## config.mk

```make
export PLATFORM = sky130hd
export DESIGN_NAME = rtc_output_pin_select
export DESIGN_NICKNAME = d
export VERILOG_FILES = /design/src/pin_select_pkg.sv /design/src/rtc_output_pin_select.sv
export SDC_FILE = /design/constraint.sdc
export NUM_CORES = 1
export LEC_CHECK = 0
export ABC_AREA = 1
export BUFFER_PORTS_ARGS = -buffer_cell sky130_fd_sc_hd__clkbuf_2
export CORE_MARGIN = 2
export CORE_UTILIZATION = 43
export CTS_CLUSTER_DIAMETER = 100
export DETAILED_ROUTE_END_ITERATION = 7
export PLACE_DENSITY = 0.67
export SLEW_MARGIN = 20
export SYNTH_ARGS = -nofsm -noshare
export SYNTH_HDL_FRONTEND = slang
export SYNTH_SLANG_ARGS = --single-unit
```

## constraint.sdc

```tcl
create_clock -name clk -period 1.6 [get_ports clk]
set_input_delay 0.16 -clock clk [delete_from_list [all_inputs] [get_ports clk]]
set_output_delay 0.16 -clock clk [all_outputs]
set_load 0.01 [all_outputs]
```

## src/pin_select_pkg.sv

```systemverilog
// Package: register map, field positions and types of the output pin selection block
// Function
// - Secondary pin is open drain, source picked by select field at 0x11.
// - Power switch enable turns the secondary pin into a power switch.
// - One secondary selection drives the software static level bit.
// - Secondary pin can carry the square wave only while its enable is set.
// - One secondary selection drives the inverse of the combined interrupt.
// - One secondary selection drives the inverse of the alarm interrupt.
// - Secondary pin offers the timer interrupt true or inverted.
// - Timer pin is open drain, always timer interrupt active low.
// - Timer pin exists only in the two-wire host variant.
// - Clock pin is push-pull, choosing static bit or square wave.
// - Clock pin static selection follows its software static level bit.
// - Clock pin carries the square wave only while its enable is set.
// - Reset output is open drain; polarity bit clears to 0, active low.
// - Secondary pin only pulls low or releases, never drives high.
// - Autocalibration failure can assert the reset output.
// - Low external reset input with pass enable asserts the reset output.
package pin_select_pkg;

  // Register offsets
  localparam logic [7:0] OUTPUT_CONTROL_ADDR     = 8'h11;
  localparam logic [7:0] SQUARE_WAVE_CONFIG_ADDR = 8'h13;

  // Output control fields
  localparam int SEC_SELECT_LSB        = 0;
  localparam int SEC_SELECT_WIDTH      = 3;
  localparam int CLK_SELECT_BIT        = 3;
  localparam int SEC_STATIC_BIT        = 4;
  localparam int CLK_STATIC_BIT        = 5;
  localparam int POWER_SWITCH_BIT      = 6;
  localparam int RESET_POLARITY_BIT    = 7;

  // Square wave config fields
  localparam int SQW_FREQ_LSB          = 0;
  localparam int SQW_FREQ_WIDTH        = 5;
  localparam int EXT_RESET_PASS_BIT    = 6;
  localparam int SQW_ENABLE_BIT        = 7;

  // Reset values
  localparam logic [7:0] OUTPUT_CONTROL_RESET     = 8'h00;
  localparam logic [7:0] SQUARE_WAVE_CONFIG_RESET = 8'h00;

  // Secondary output select codes
  typedef enum logic [2:0] {
    SEC_STATIC     = 3'b000,
    SEC_SQUARE     = 3'b001,
    SEC_IRQ_N      = 3'b010,
    SEC_ALARM_N    = 3'b011,
    SEC_TIMER      = 3'b100,
    SEC_TIMER_N    = 3'b101,
    SEC_RELEASE_A  = 3'b110,
    SEC_RELEASE_B  = 3'b111
  } sec_select_t;

  // Internal event sources, all on clk
  typedef struct packed {
    logic combined_irq;
    logic alarm_interrupt;
    logic timer_interrupt;
    logic autocal_fail_interrupt;
    logic square_wave;
    logic power_switch_close;
  } source_t;

  // Open-drain pin drive: out is always low, oe pulls
  typedef struct packed {
    logic out;
    logic oe;
  } od_pin_t;

endpackage : pin_select_pkg

```

## src/rtc_output_pin_select.sv

```systemverilog
// Module: routes interrupt, square wave, static and reset signals onto the output pins
module rtc_output_pin_select #(
  parameter bit TWO_WIRE_HOST = 1'b1               // Variant with two-wire host link
) (
  input  wire logic                    clk,                         // 200 MHz core clock
  input  wire logic                    reset,                       // Sync reset, active high
  input  wire logic                    reg_write,                   // Register write strobe
  input  wire logic [7:0]              reg_addr,                    // Register offset
  input  wire logic [7:0]              reg_wdata,                   // Write data
  output      logic [7:0]              reg_rdata,                   // Read data, registered
  input  wire pin_select_pkg::source_t sources,                     // Internal signal sources
  input  wire logic                    external_reset_input,        // Reset pin in, active low
  output      logic [4:0]              square_wave_freq,            // Rate to the generator
  output      pin_select_pkg::od_pin_t secondary_irq_switch_pin,    // Open-drain secondary pin
  output      logic                    power_switch_mode,           // Pin acts as power switch
  output      pin_select_pkg::od_pin_t timer_interrupt_pin_low,     // Open-drain timer pin
  output      logic                    clock_output_pin,            // Push-pull clock pin
  output      pin_select_pkg::od_pin_t reset_output_pin             // Open-drain reset pin
);

  // Offset match; shared by both write strobes and the read path
  function automatic logic addr_hit(
    input logic [7:0] addr,   // Offset on the bus
    input logic [7:0] target  // Offset of one register
  );
    return addr == target;
  endfunction : addr_hit

  // Secondary pin level ahead of the open-drain stage; spare codes release the pin
  function automatic logic secondary_level(
    input pin_select_pkg::sec_select_t sel,        // Decoded select field
    input logic                        static_lvl, // Software static level
    input logic                        sqw_en,     // Square wave enable
    input pin_select_pkg::source_t     src         // Internal sources
  );
    logic level;
    case (sel)
      pin_select_pkg::SEC_STATIC: begin
        level = static_lvl;
      end
      pin_select_pkg::SEC_SQUARE: begin
        // A disabled generator leaves the line released rather than stuck low
        level = sqw_en ? src.square_wave : 1'h1;
      end
      pin_select_pkg::SEC_IRQ_N: begin
        level = ~src.combined_irq;
      end
      pin_select_pkg::SEC_ALARM_N: begin
        level = ~src.alarm_interrupt;
      end
      pin_select_pkg::SEC_TIMER: begin
        level = src.timer_interrupt;
      end
      pin_select_pkg::SEC_TIMER_N: begin
        level = ~src.timer_interrupt;
      end
      default: begin
        level = 1'h1;
      end
    endcase
    return level;
  endfunction : secondary_level

  // Clock pin level: square wave when selected and enabled, low when selected but disabled, else the static bit
  function automatic logic clock_level(
    input logic use_square, // Source select, 1 picks the square wave
    input logic sqw_en,     // Square wave enable
    input logic wave,       // Square wave from the generator
    input logic static_lvl  // Software static level
  );
    if (use_square) begin
      // A stopped generator parks the push-pull pin low, never at a stale level
      return sqw_en & wave;
    end
    return static_lvl;
  endfunction : clock_level

  // Reset pin pull: active low pulls while asserted, active high pulls while idle
  function automatic logic reset_pull_for(
    input logic polarity, // 0 active low, 1 active high
    input logic asserted  // Reset requested
  );
    return polarity ? ~asserted : asserted;
  endfunction : reset_pull_for

  // Synchroniser settle: take a new level only once two stages agree
  function automatic logic settled(
    input logic held,  // Level accepted so far
    input logic newer, // Second stage
    input logic older  // Third stage
  );
    return (newer == older) ? older : held;
  endfunction : settled

  // Control register: whole-byte writes; reset clears it, so the reset pin starts active low
  logic [7:0] output_control;
  logic [7:0] next_output_control;

  // Write decode for the control register
  always_comb begin
    next_output_control = output_control;
    if (reg_write && addr_hit(reg_addr, pin_select_pkg::OUTPUT_CONTROL_ADDR)) begin
      next_output_control = reg_wdata;
    end
  end

  // Control register flops
  always_ff @(posedge clk) begin
    if (reset) begin
      output_control <= pin_select_pkg::OUTPUT_CONTROL_RESET;
    end else begin
      output_control <= next_output_control;
    end
  end

  // Square wave config register: rate, enable and reset pass-through enable
  logic [7:0] square_wave_config;
  logic [7:0] next_square_wave_config;

  // Write decode for the config register
  always_comb begin
    next_square_wave_config = square_wave_config;
    if (reg_write && addr_hit(reg_addr, pin_select_pkg::SQUARE_WAVE_CONFIG_ADDR)) begin
      next_square_wave_config = reg_wdata;
    end
  end

  // Config register flops
  always_ff @(posedge clk) begin
    if (reset) begin
      square_wave_config <= pin_select_pkg::SQUARE_WAVE_CONFIG_RESET;
    end else begin
      square_wave_config <= next_square_wave_config;
    end
  end

  // Read data: registered, so it follows the offset one cycle late
  logic [7:0] next_reg_rdata;

  // Read mux; unmapped offsets read zero
  always_comb begin
    if (addr_hit(reg_addr, pin_select_pkg::OUTPUT_CONTROL_ADDR)) begin
      next_reg_rdata = output_control;
    end else if (addr_hit(reg_addr, pin_select_pkg::SQUARE_WAVE_CONFIG_ADDR)) begin
      next_reg_rdata = square_wave_config;
    end else begin
      next_reg_rdata = 8'h00;
    end
  end

  // Read data flops
  always_ff @(posedge clk) begin
    if (reset) begin
      reg_rdata <= 8'h00;
    end else begin
      reg_rdata <= next_reg_rdata;
    end
  end

  // Field extraction; every pin reads the registers through these names
  pin_select_pkg::sec_select_t secondary_output_select;
  logic                        clock_use_square;
  logic                        secondary_static_level;
  logic                        clock_static_level;
  logic                        power_switch_enable;
  logic                        reset_polarity;
  logic                        square_wave_enable;
  logic                        external_reset_pass_enable;

  assign secondary_output_select    = pin_select_pkg::sec_select_t'(output_control[
                                        pin_select_pkg::SEC_SELECT_LSB +:
                                        pin_select_pkg::SEC_SELECT_WIDTH]);
  assign clock_use_square           = output_control[pin_select_pkg::CLK_SELECT_BIT];
  assign secondary_static_level     = output_control[pin_select_pkg::SEC_STATIC_BIT];
  assign clock_static_level         = output_control[pin_select_pkg::CLK_STATIC_BIT];
  assign power_switch_enable        = output_control[pin_select_pkg::POWER_SWITCH_BIT];
  assign reset_polarity             = output_control[pin_select_pkg::RESET_POLARITY_BIT];
  assign square_wave_enable         = square_wave_config[pin_select_pkg::SQW_ENABLE_BIT];
  assign external_reset_pass_enable = square_wave_config[pin_select_pkg::EXT_RESET_PASS_BIT];

  // External reset pin: three flops; a change counts once stages two and three agree
  logic [2:0] ext_sync;
  logic [2:0] next_ext_sync;
  logic       ext_level;
  logic       next_ext_level;

  // Shift the pin in and accept a level only when it has stood two stages
  always_comb begin
    next_ext_sync  = {ext_sync[1:0], external_reset_input};
    next_ext_level = settled(ext_level, ext_sync[1], ext_sync[2]);
  end

  // Reset parks the chain at the idle high level so release shows no false low
  always_ff @(posedge clk) begin
    if (reset) begin
      ext_sync  <= 3'h7;
      ext_level <= 1'h1;
    end else begin
      ext_sync  <= next_ext_sync;
      ext_level <= next_ext_level;
    end
  end

  // Secondary pin: registered so a select change cannot glitch the line
  logic sec_level;
  logic sec_pull;
  logic next_sec_pull;

  // Source mux, then the open-drain or power switch stage
  always_comb begin
    sec_level = secondary_level(secondary_output_select, secondary_static_level,
                                square_wave_enable, sources);
    // Power switch mode closes the switch to ground on request instead of showing a level
    if (power_switch_enable) begin
      next_sec_pull = sources.power_switch_close;
    end else begin
      next_sec_pull = ~sec_level;
    end
  end

  // Secondary pin flop
  always_ff @(posedge clk) begin
    if (reset) begin
      sec_pull <= 1'h0;
    end else begin
      sec_pull <= next_sec_pull;
    end
  end

  // Power switch flag tells the pad to use the low-resistance switch, not the driver
  logic next_power_switch_mode;

  // Mode follows its control bit
  always_comb begin
    next_power_switch_mode = power_switch_enable;
  end

  // Power switch flag flop, in step with the secondary pin
  always_ff @(posedge clk) begin
    if (reset) begin
      power_switch_mode <= 1'h0;
    end else begin
      power_switch_mode <= next_power_switch_mode;
    end
  end

  // Timer pin: timer interrupt active low, no options; the four-wire variant has none
  logic timer_pull;
  logic next_timer_pull;

  // Pull while the timer interrupt is pending
  always_comb begin
    next_timer_pull = TWO_WIRE_HOST && sources.timer_interrupt;
  end

  // Timer pin flop
  always_ff @(posedge clk) begin
    if (reset) begin
      timer_pull <= 1'h0;
    end else begin
      timer_pull <= next_timer_pull;
    end
  end

  // Clock pin: push-pull, registered like the others so all pins move on one edge
  logic next_clock_out;

  // Two-way source select
  always_comb begin
    next_clock_out = clock_level(clock_use_square, square_wave_enable,
                                 sources.square_wave, clock_static_level);
  end

  // Clock pin flop
  always_ff @(posedge clk) begin
    if (reset) begin
      clock_output_pin <= 1'h0;
    end else begin
      clock_output_pin <= next_clock_out;
    end
  end

  // Reset pin: calibration failure or a passed-through external reset assert it
  logic reset_asserted;
  logic reset_pull;
  logic next_reset_pull;

  // Gather the reset causes, then apply the chosen polarity
  always_comb begin
    reset_asserted  = sources.autocal_fail_interrupt
                    | (external_reset_pass_enable & ~ext_level);
    next_reset_pull = reset_pull_for(reset_polarity, reset_asserted);
  end

  // Reset pin flop
  always_ff @(posedge clk) begin
    if (reset) begin
      reset_pull <= 1'h0;
    end else begin
      reset_pull <= next_reset_pull;
    end
  end

  // Open-drain pins only ever pull low; the far end's pull-up makes the high level
  assign secondary_irq_switch_pin = '{out: 1'h0, oe: sec_pull};
  assign timer_interrupt_pin_low  = '{out: 1'h0, oe: timer_pull};
  assign reset_output_pin         = '{out: 1'h0, oe: reset_pull};

  // Rate field goes straight to the generator outside this block
  assign square_wave_freq = square_wave_config[
                              pin_select_pkg::SQW_FREQ_LSB +: pin_select_pkg::SQW_FREQ_WIDTH];

endmodule : rtc_output_pin_select
```

Word-level counts from Yosys, hierarchy flattened
Cells that the tools add are included.

Reduce and logical (&&, ||, !) cells: 3. Equal/unequal tests: 8. Bitwise gates (word level): 9. Muxes and demuxes: 9.

Operators by type and width (number): $eq A8 B5 Y1 const B (2); $mux W8 (2); $eq A3 B2 Y1 const B (2); $eq A3 B3 Y1 const B (2); $mux W1 (6); $not A1 Y1 (6); $pmux W1 S6 (1); $eq A3 B1 Y1 const B (1); $logic_not A3 Y1 (1); $and A1 B1 Y1 (2); $logic_and A1 B1 Y1 (2); $eq A1 B1 Y1 (1); $or A1 B1 Y1 (1).

Logic and storage cells: 39. Output and inout port bits: 21. Input port bits: 26. Bits in registers: 33.

Depth between registers and ports, before layout
Gate-level depths: netlist of run 1.

Word-level depth: 5. Gate-level depth with buffers: 7. Mapped depth without buffers: 7.

Least setup slack after synthesis of run 1
Ideal clock, no wire load.

Kind: register to register. From: register output_control[0]. To: register sec_pull. Buffers on the path: 0. Data arrival time: 0.907 ns. Data required time: 1.488 ns. Clock period less this slack: 1.020 ns. Stages on the path, launching flop included: 7. Setup slack: 0.580 ns. Library setup time: 0.112 ns. Path through: dfxtp_1 inv_1 or2_2 nand2_1 nand3_1 nand2_1 nand2_1.

Cells in the longest elaborated chain, start to end: 4. Elaborated cells between the ends (all ways): 9. Those cells by class: eq/ne (5); mux (2); bitwise (1); reduce/logical (1).

Ends and longest elaborated chain: start: declaration (line rtc_output_pin_select.sv:96) `logic [7:0] output_control;`; start signal: assignment (line rtc_output_pin_select.sv:110) `output_control <= pin_select_pkg::OUTPUT_CONTROL_RESET;`; start signal: assignment (line rtc_output_pin_select.sv:112) `output_control <= next_output_control;`; $eq A3 B3 Y1, or another cell as far along (line rtc_output_pin_select.sv:37) `case (sel)`; $pmux W1 S6 * (line rtc_output_pin_select.sv:37); $not A1 Y1 * (line rtc_output_pin_select.sv:217) `next_sec_pull = ~sec_level;`; $mux W1 * (line rtc_output_pin_select.sv:214) `if (power_switch_enable) begin`; end signal: assignment (line rtc_output_pin_select.sv:226) `sec_pull <= next_sec_pull;`; end: declaration (line rtc_output_pin_select.sv:206) `logic sec_pull;`.

Every way passes the cells marked *; elsewhere a longest branch is shown, timed or not. A chain may end at the register's enable or synchronous reset.

Worst setup path in the final report of run 1
Same ends and word-level chain as after synthesis.

==> flow_summary.ini, run 1 <==
[worst_setup_path]
crit_required_ns = 1.78
r2r_start = output_control[0]
reg2regPathDepth = 6
startpoint = output_control[0]
path_max_fanout = 5
crit_arrival_ns = 1.31
endpoint_kind = flip-flop
ff2ff_setup_slack_ns = 0.47
rr_endpoint = sec_pull
startpoint_type = flip-flop
worstSetupPathType = flip-flop to flip-flop

[floorplan]
rows = 22
io_pins = 47
die_h_um = 65.8
die_w_um = 65.8
initial_utilization_pct = 44.9
fp.dieArea_mm2 = 0.00433
core_area_mm2 = 0.00366

[layout]
fillCellCount = 386
syn_to_final_growth_pct = 17.5
finalCoreUtilization_pct = 52.8
antenna_cells = 0
nNetsFinal = 299
post-route-cell-area_mm2 = 0.00193
drive_gt1_share_pct = 25.5

[global_route]
grt-busiest-layer = met2
grt_pass1_wl_mm = 5.49
use_met1_pct = 20.6
grt_max_degree = 33
grt.total_usage_pct = 17.1
grt_overflow = 0
first_global_vias = 1216
use_met2_pct = 27.9
antenna_found_initial = 0
grt_util_met3_pct = 4.77

[cts]
ctsHoldBuffers = 0
cts_tree = yes
clk_pin_slew_worst_paths_ns = 0.06
post_cts_resize_count = 0
clock_sinks = 33
cts_setup_buffers = 0
root_buffer = clkbuf_8
cts_made_buffers = 5
clock_latency_ns = 0.28
h-tree-depth = 2
clk_path_buf_depth = 2

[place]
place_area_mm2 = 0.00183
portBuffers = 43
routabilityCongestion = 0.812
dp.final_hpwl_mm = 2.51

[sta]
rsz0062_at_grt = false
setup_viol = 0
tns_ns = 0
fmax_mhz = 881
finalMaxSlewViolations = 0
hold_viol = 0
layout_min_cycle_time_ns = 1.13
finClkSkew_ns = 0.00378
period_share_pct = 70.9

[routing]
ant_nets = 0
drtIter0Drc = 73
wl_per_cell_um = 10.2
vias = 1416
first_pass_iters = 4
vias_per_cell = 4.40
wirelength_mm = 3.27
drc = 0

[power]
powerDensity_mw_per_mm2 = 851
total_power_mw = 1.64
p_leak_nw = 1.05
ir_drop_v = 0.000318

[yosys]
ys_types = 21
async_reset_ff_share_pct = 0
yosysTopAreaCellShare_pct = 40.2
yosysWarnings = 0
synth_commonest_cells = 56 x nand2_1, 48 x inv_1, 33 x dfxtp_1
netlist_top_cells_area = dfxtp_1 40%, nand2_1 13%, inv_1 11%, nand3_1 7.9%, buf_4 5.0%
synth_ff_type = dfxtp_1
synth_area_mm2 = 0.00164
synth_area_per_cell_um2 = 6.97
yosysTopAreaCell = dfxtp_1
syn_inst = 236
synth_edf_count = 0
seq_area_frac_synth_pct = 40.2
yosysMostFrequentCell = nand2_1
synth.ff_latch_count = 33

[worst_hold_path]
holdPathStages = 2
worst_hold_startpoint = external_reset_input
hold_class = primary input to flip-flop
min_to = ext_sync[0]

[job]
drv_cap = 0

[status]
status = finished clean
cell usage in the layout, fill, tap and decap left out, types with 2 or more instances in the layout:
cell      count
nor2_1       22
nand3_4       2
nand2_2       3
inv_1        48
nor3_4        2
o21ai_0       2
dfxtp_1      33
conb_1        3
nand2_1      56
nand3_1      26
nor2_8        2
or2_2         4
inv_2         2
clkbuf_2     43
clkbuf_8      7
nand4_1       8
nor2_2        3
a21oi_1       4
critical path, stage by stage (launching register included):
cell,delay (ns)
dfxtp_1,0.41
inv_1,0.11
or2_2,0.28
nand2_1,0.06
nand3_1,0.07
nand2_1,0.06
nand2_1,0.04
flip-flops by register name (all words and copies together), names as in the netlist:
name and count:
timer_pull 1, sec_pull 1, ext_level 1, clock_output_pin 1
power_switch_mode 1, square_wave_config 8, ext_sync 3, reset_pull 1
reg_rdata 8, output_control 8
power by group:
part           total, mW  switching, mW  internal [mW]
registers          0.832        0.00276          0.830
clock network      0.680          0.292          0.388
logic              0.132         0.0840         0.0481
final cells by class:
cell class	count	area (µm²)	area share (%)
multi-input cells	139	699	36.2
flip-flops and latches	33	661	34.2
repair buffers	44	223	11.5
inverters	50	188	9.72
clock buffers	7	96.3	4.99
well taps	48	60.1	3.11
clock inverters	1	5.00	0.259
metrics by stage:
step,hold slack (ns),worst slack (ns),instances
floorplan,0.232,0.580,238
global placement,0.344,0.444,314
detailed placement,0.347,0.411,314
CTS,0.0506,0.471,322
global route,0.0559,0.380,322
finish,0.0580,0.465,322
how the worst max path moves through the flow:
stage	endpoint	slack (ns)	depth (start not counted)
floorplan	sec_pull	0.58	6
global placement	square_wave_config[7]	0.44	7
detailed placement	square_wave_config[0]	0.41	7
CTS	sec_pull	0.47	6
global route	sec_pull	0.38	6
finish	sec_pull	0.47	6
cell families after synthesis:
kind of cell | Yosys count | synth area share, %
simple gates | 128 | 39.1
buf+inv | 66 | 17.7
flops | 33 | 40.2
compound gates | 8 | 2.74
other cells | 1 | 0.228
metal layers:
layer  vias up  routed length (µm)
met3         6                 163
met4         0                  82
met5         -                   0
met1       603                1470
met2        39                1560
li1        768                   -
No activity file was read; power rests on OpenSTA's default activity.
==> run 2: changes to the inputs <==
clock period = 1.1 ns   (was 1.6 ns; I/O delays follow)
==> run 2 against run 1 <==
Clock power up 32%. Fmax increased by 14%. Count of clock-buffer cells in the layout down 2. Largest cell class unchanged. Highest routed layer unchanged.
==> flow_summary.ini, run 2 (synthesis gave the netlist of run 1 again) <==
[floorplan]
io_pins = 47
initial_utilization_pct = 44.9
fp.dieArea_mm2 = 0.00433
die_w_um = 65.8
die_h_um = 65.8
rows = 22
core_area_mm2 = 0.00366

[layout]
top_regs = output_control x8, reg_rdata x8, square_wave_config x8
syn_to_final_growth_pct = 19.4
finalCoreUtilization_pct = 53.6
multi_input_area_um2 = 699
post-route-cell-area_mm2 = 0.00196
seq_area_um2 = 662
nNetsFinal = 303
final_common_cell = nand2_1
drive_gt1_share_pct = 26.6
fillCellCount = 371
final_cell_mix = 56 x nand2_1, 48 x inv_1, 43 x clkbuf_2
antenna_cells = 0

[global_route]
grt-busiest-layer = met2
grt_max_degree = 21
antenna_found_initial = 0
grt_pass1_wl_mm = 5.91
use_met1_pct = 22.1
grt.total_usage_pct = 18.3
grt_util_met3_pct = 4.26
first_global_vias = 1318
use_met2_pct = 30.4
grt_overflow = 0

[worst_setup_path]
crit_required_ns = 1.29
worstSetupPathType = flip-flop to flip-flop
r2r_start = output_control[0]
startpoint_type = flip-flop
endpoint_kind = flip-flop
startpoint = output_control[0]
path_max_fanout = 4
crit_arrival_ns = 1.18

[routing]
vias_per_cell = 4.50
ant_nets = 0
vias = 1467
drc = 0
wirelength_mm = 3.42
wl_per_cell_um = 10.5
drtIter0Drc = 79
first_pass_iters = 4

[sta]
finalMaxSlewViolations = 0
period_share_pct = 90.3
hold_viol = 0
fmax_mhz = 1010
finClkSkew_ns = 0.00557
tns_ns = 0
setup_viol = 0
setup_ws_ns = 0.107
layout_min_cycle_time_ns = 0.993
rsz0062_at_grt = false

[cts]
clock_latency_ns = 0.29
root_buffer = clkbuf_8
clock_sinks = 33
h-tree-depth = 2
cts_tree = yes
clk_pin_slew_worst_paths_ns = 0.07
clk_path_buf_depth = 2
cts_made_buffers = 5

[place]
portBuffers = 43
routabilityCongestion = 0.832
dp.final_hpwl_mm = 2.65
dpl_worst_slack_ns = 0.0529
place_area_mm2 = 0.00187

[status]
status = finished clean

[worst_hold_path]
hold_class = primary input to flip-flop
worst_hold_startpoint = sources[0]

[power]
ir_drop_v = 0.000431
p_leak_nw = 1.06
powerDensity_mw_per_mm2 = 1180

[job]
drv_cap = 0
run 2: changes by cell type in the layout (fill, tap and decap cells not counted):
cell	change
dfxtp_1	-1
buf_12	+1
buf_4	+2
clkinv_2	+1
clkbuf_8	-2
clkinvlp_4	+1
dfxtp_2	+1
dlygate4sd3_1	+1
run 2: power by group:
group	internal, mW	switching [mW]
clock	0.436	0.459
combinational	0.0798	0.124
sequential	1.21	0.00410
run 2: cell type report:
type,count,area share [%]
Multi-Input combinational cell,139,35.6
Sequential cell,33,33.7
Timing Repair Buffer,48,13.6
Inverter,50,9.56
Clock buffer,5,3.51
Tap cell,48,3.06
Clock inverter,3,0.892
run 2: worst max-delay path: stages, from the launching register on:
cell and delay, ns:
dfxtp_2 0.32, inv_1 0.06, or2_2 0.27, nand2_1 0.06, nand3_1 0.07, nand2_1 0.06, nand2_1 0.04
run 2: per-layer routing:
| layer | part of all wire [%] | vias up |
|---|---|---|
| met1 | 42 | 645 |
| met3 | 4.5 | 4 |
| li1 | - | 778 |
| met4 | 2.0 | 0 |
| met2 | 51 | 40 |
| met5 | 0 | - |
run 2: timing repair:
| item | 4_1_cts | 5_1_grt |
|---|---|---|
| setup buffers | 0 | 0 |
| setup endpoints to repair | 0 | 1 |
| gates resized for setup | 0 | 1 |
| endpoints found under the hold margin | 1 | 0 |
| hold buffers | 1 | 0 |
run 2: metrics by stage:
step | power, mW | std cells | hold WS [ns]
floorplan | 1.37 | 238 | 0.182
global placement | 1.44 | 317 | 0.297
detailed placement | 1.44 | 317 | 0.300
CTS | 2.33 | 326 | 0.0176
global route | 2.41 | 326 | 0.0467
finish | 2.31 | 326 | 0.0220
run 2: path summary, 6_finish.rpt:
kind	depth (start not counted)	slack [ns]	end
max	6	0.11	sec_pull
min	3	0.02	sec_pull
max reg2reg	6	0.11	sec_pull
min reg2reg	1	0.42	ext_sync[1]
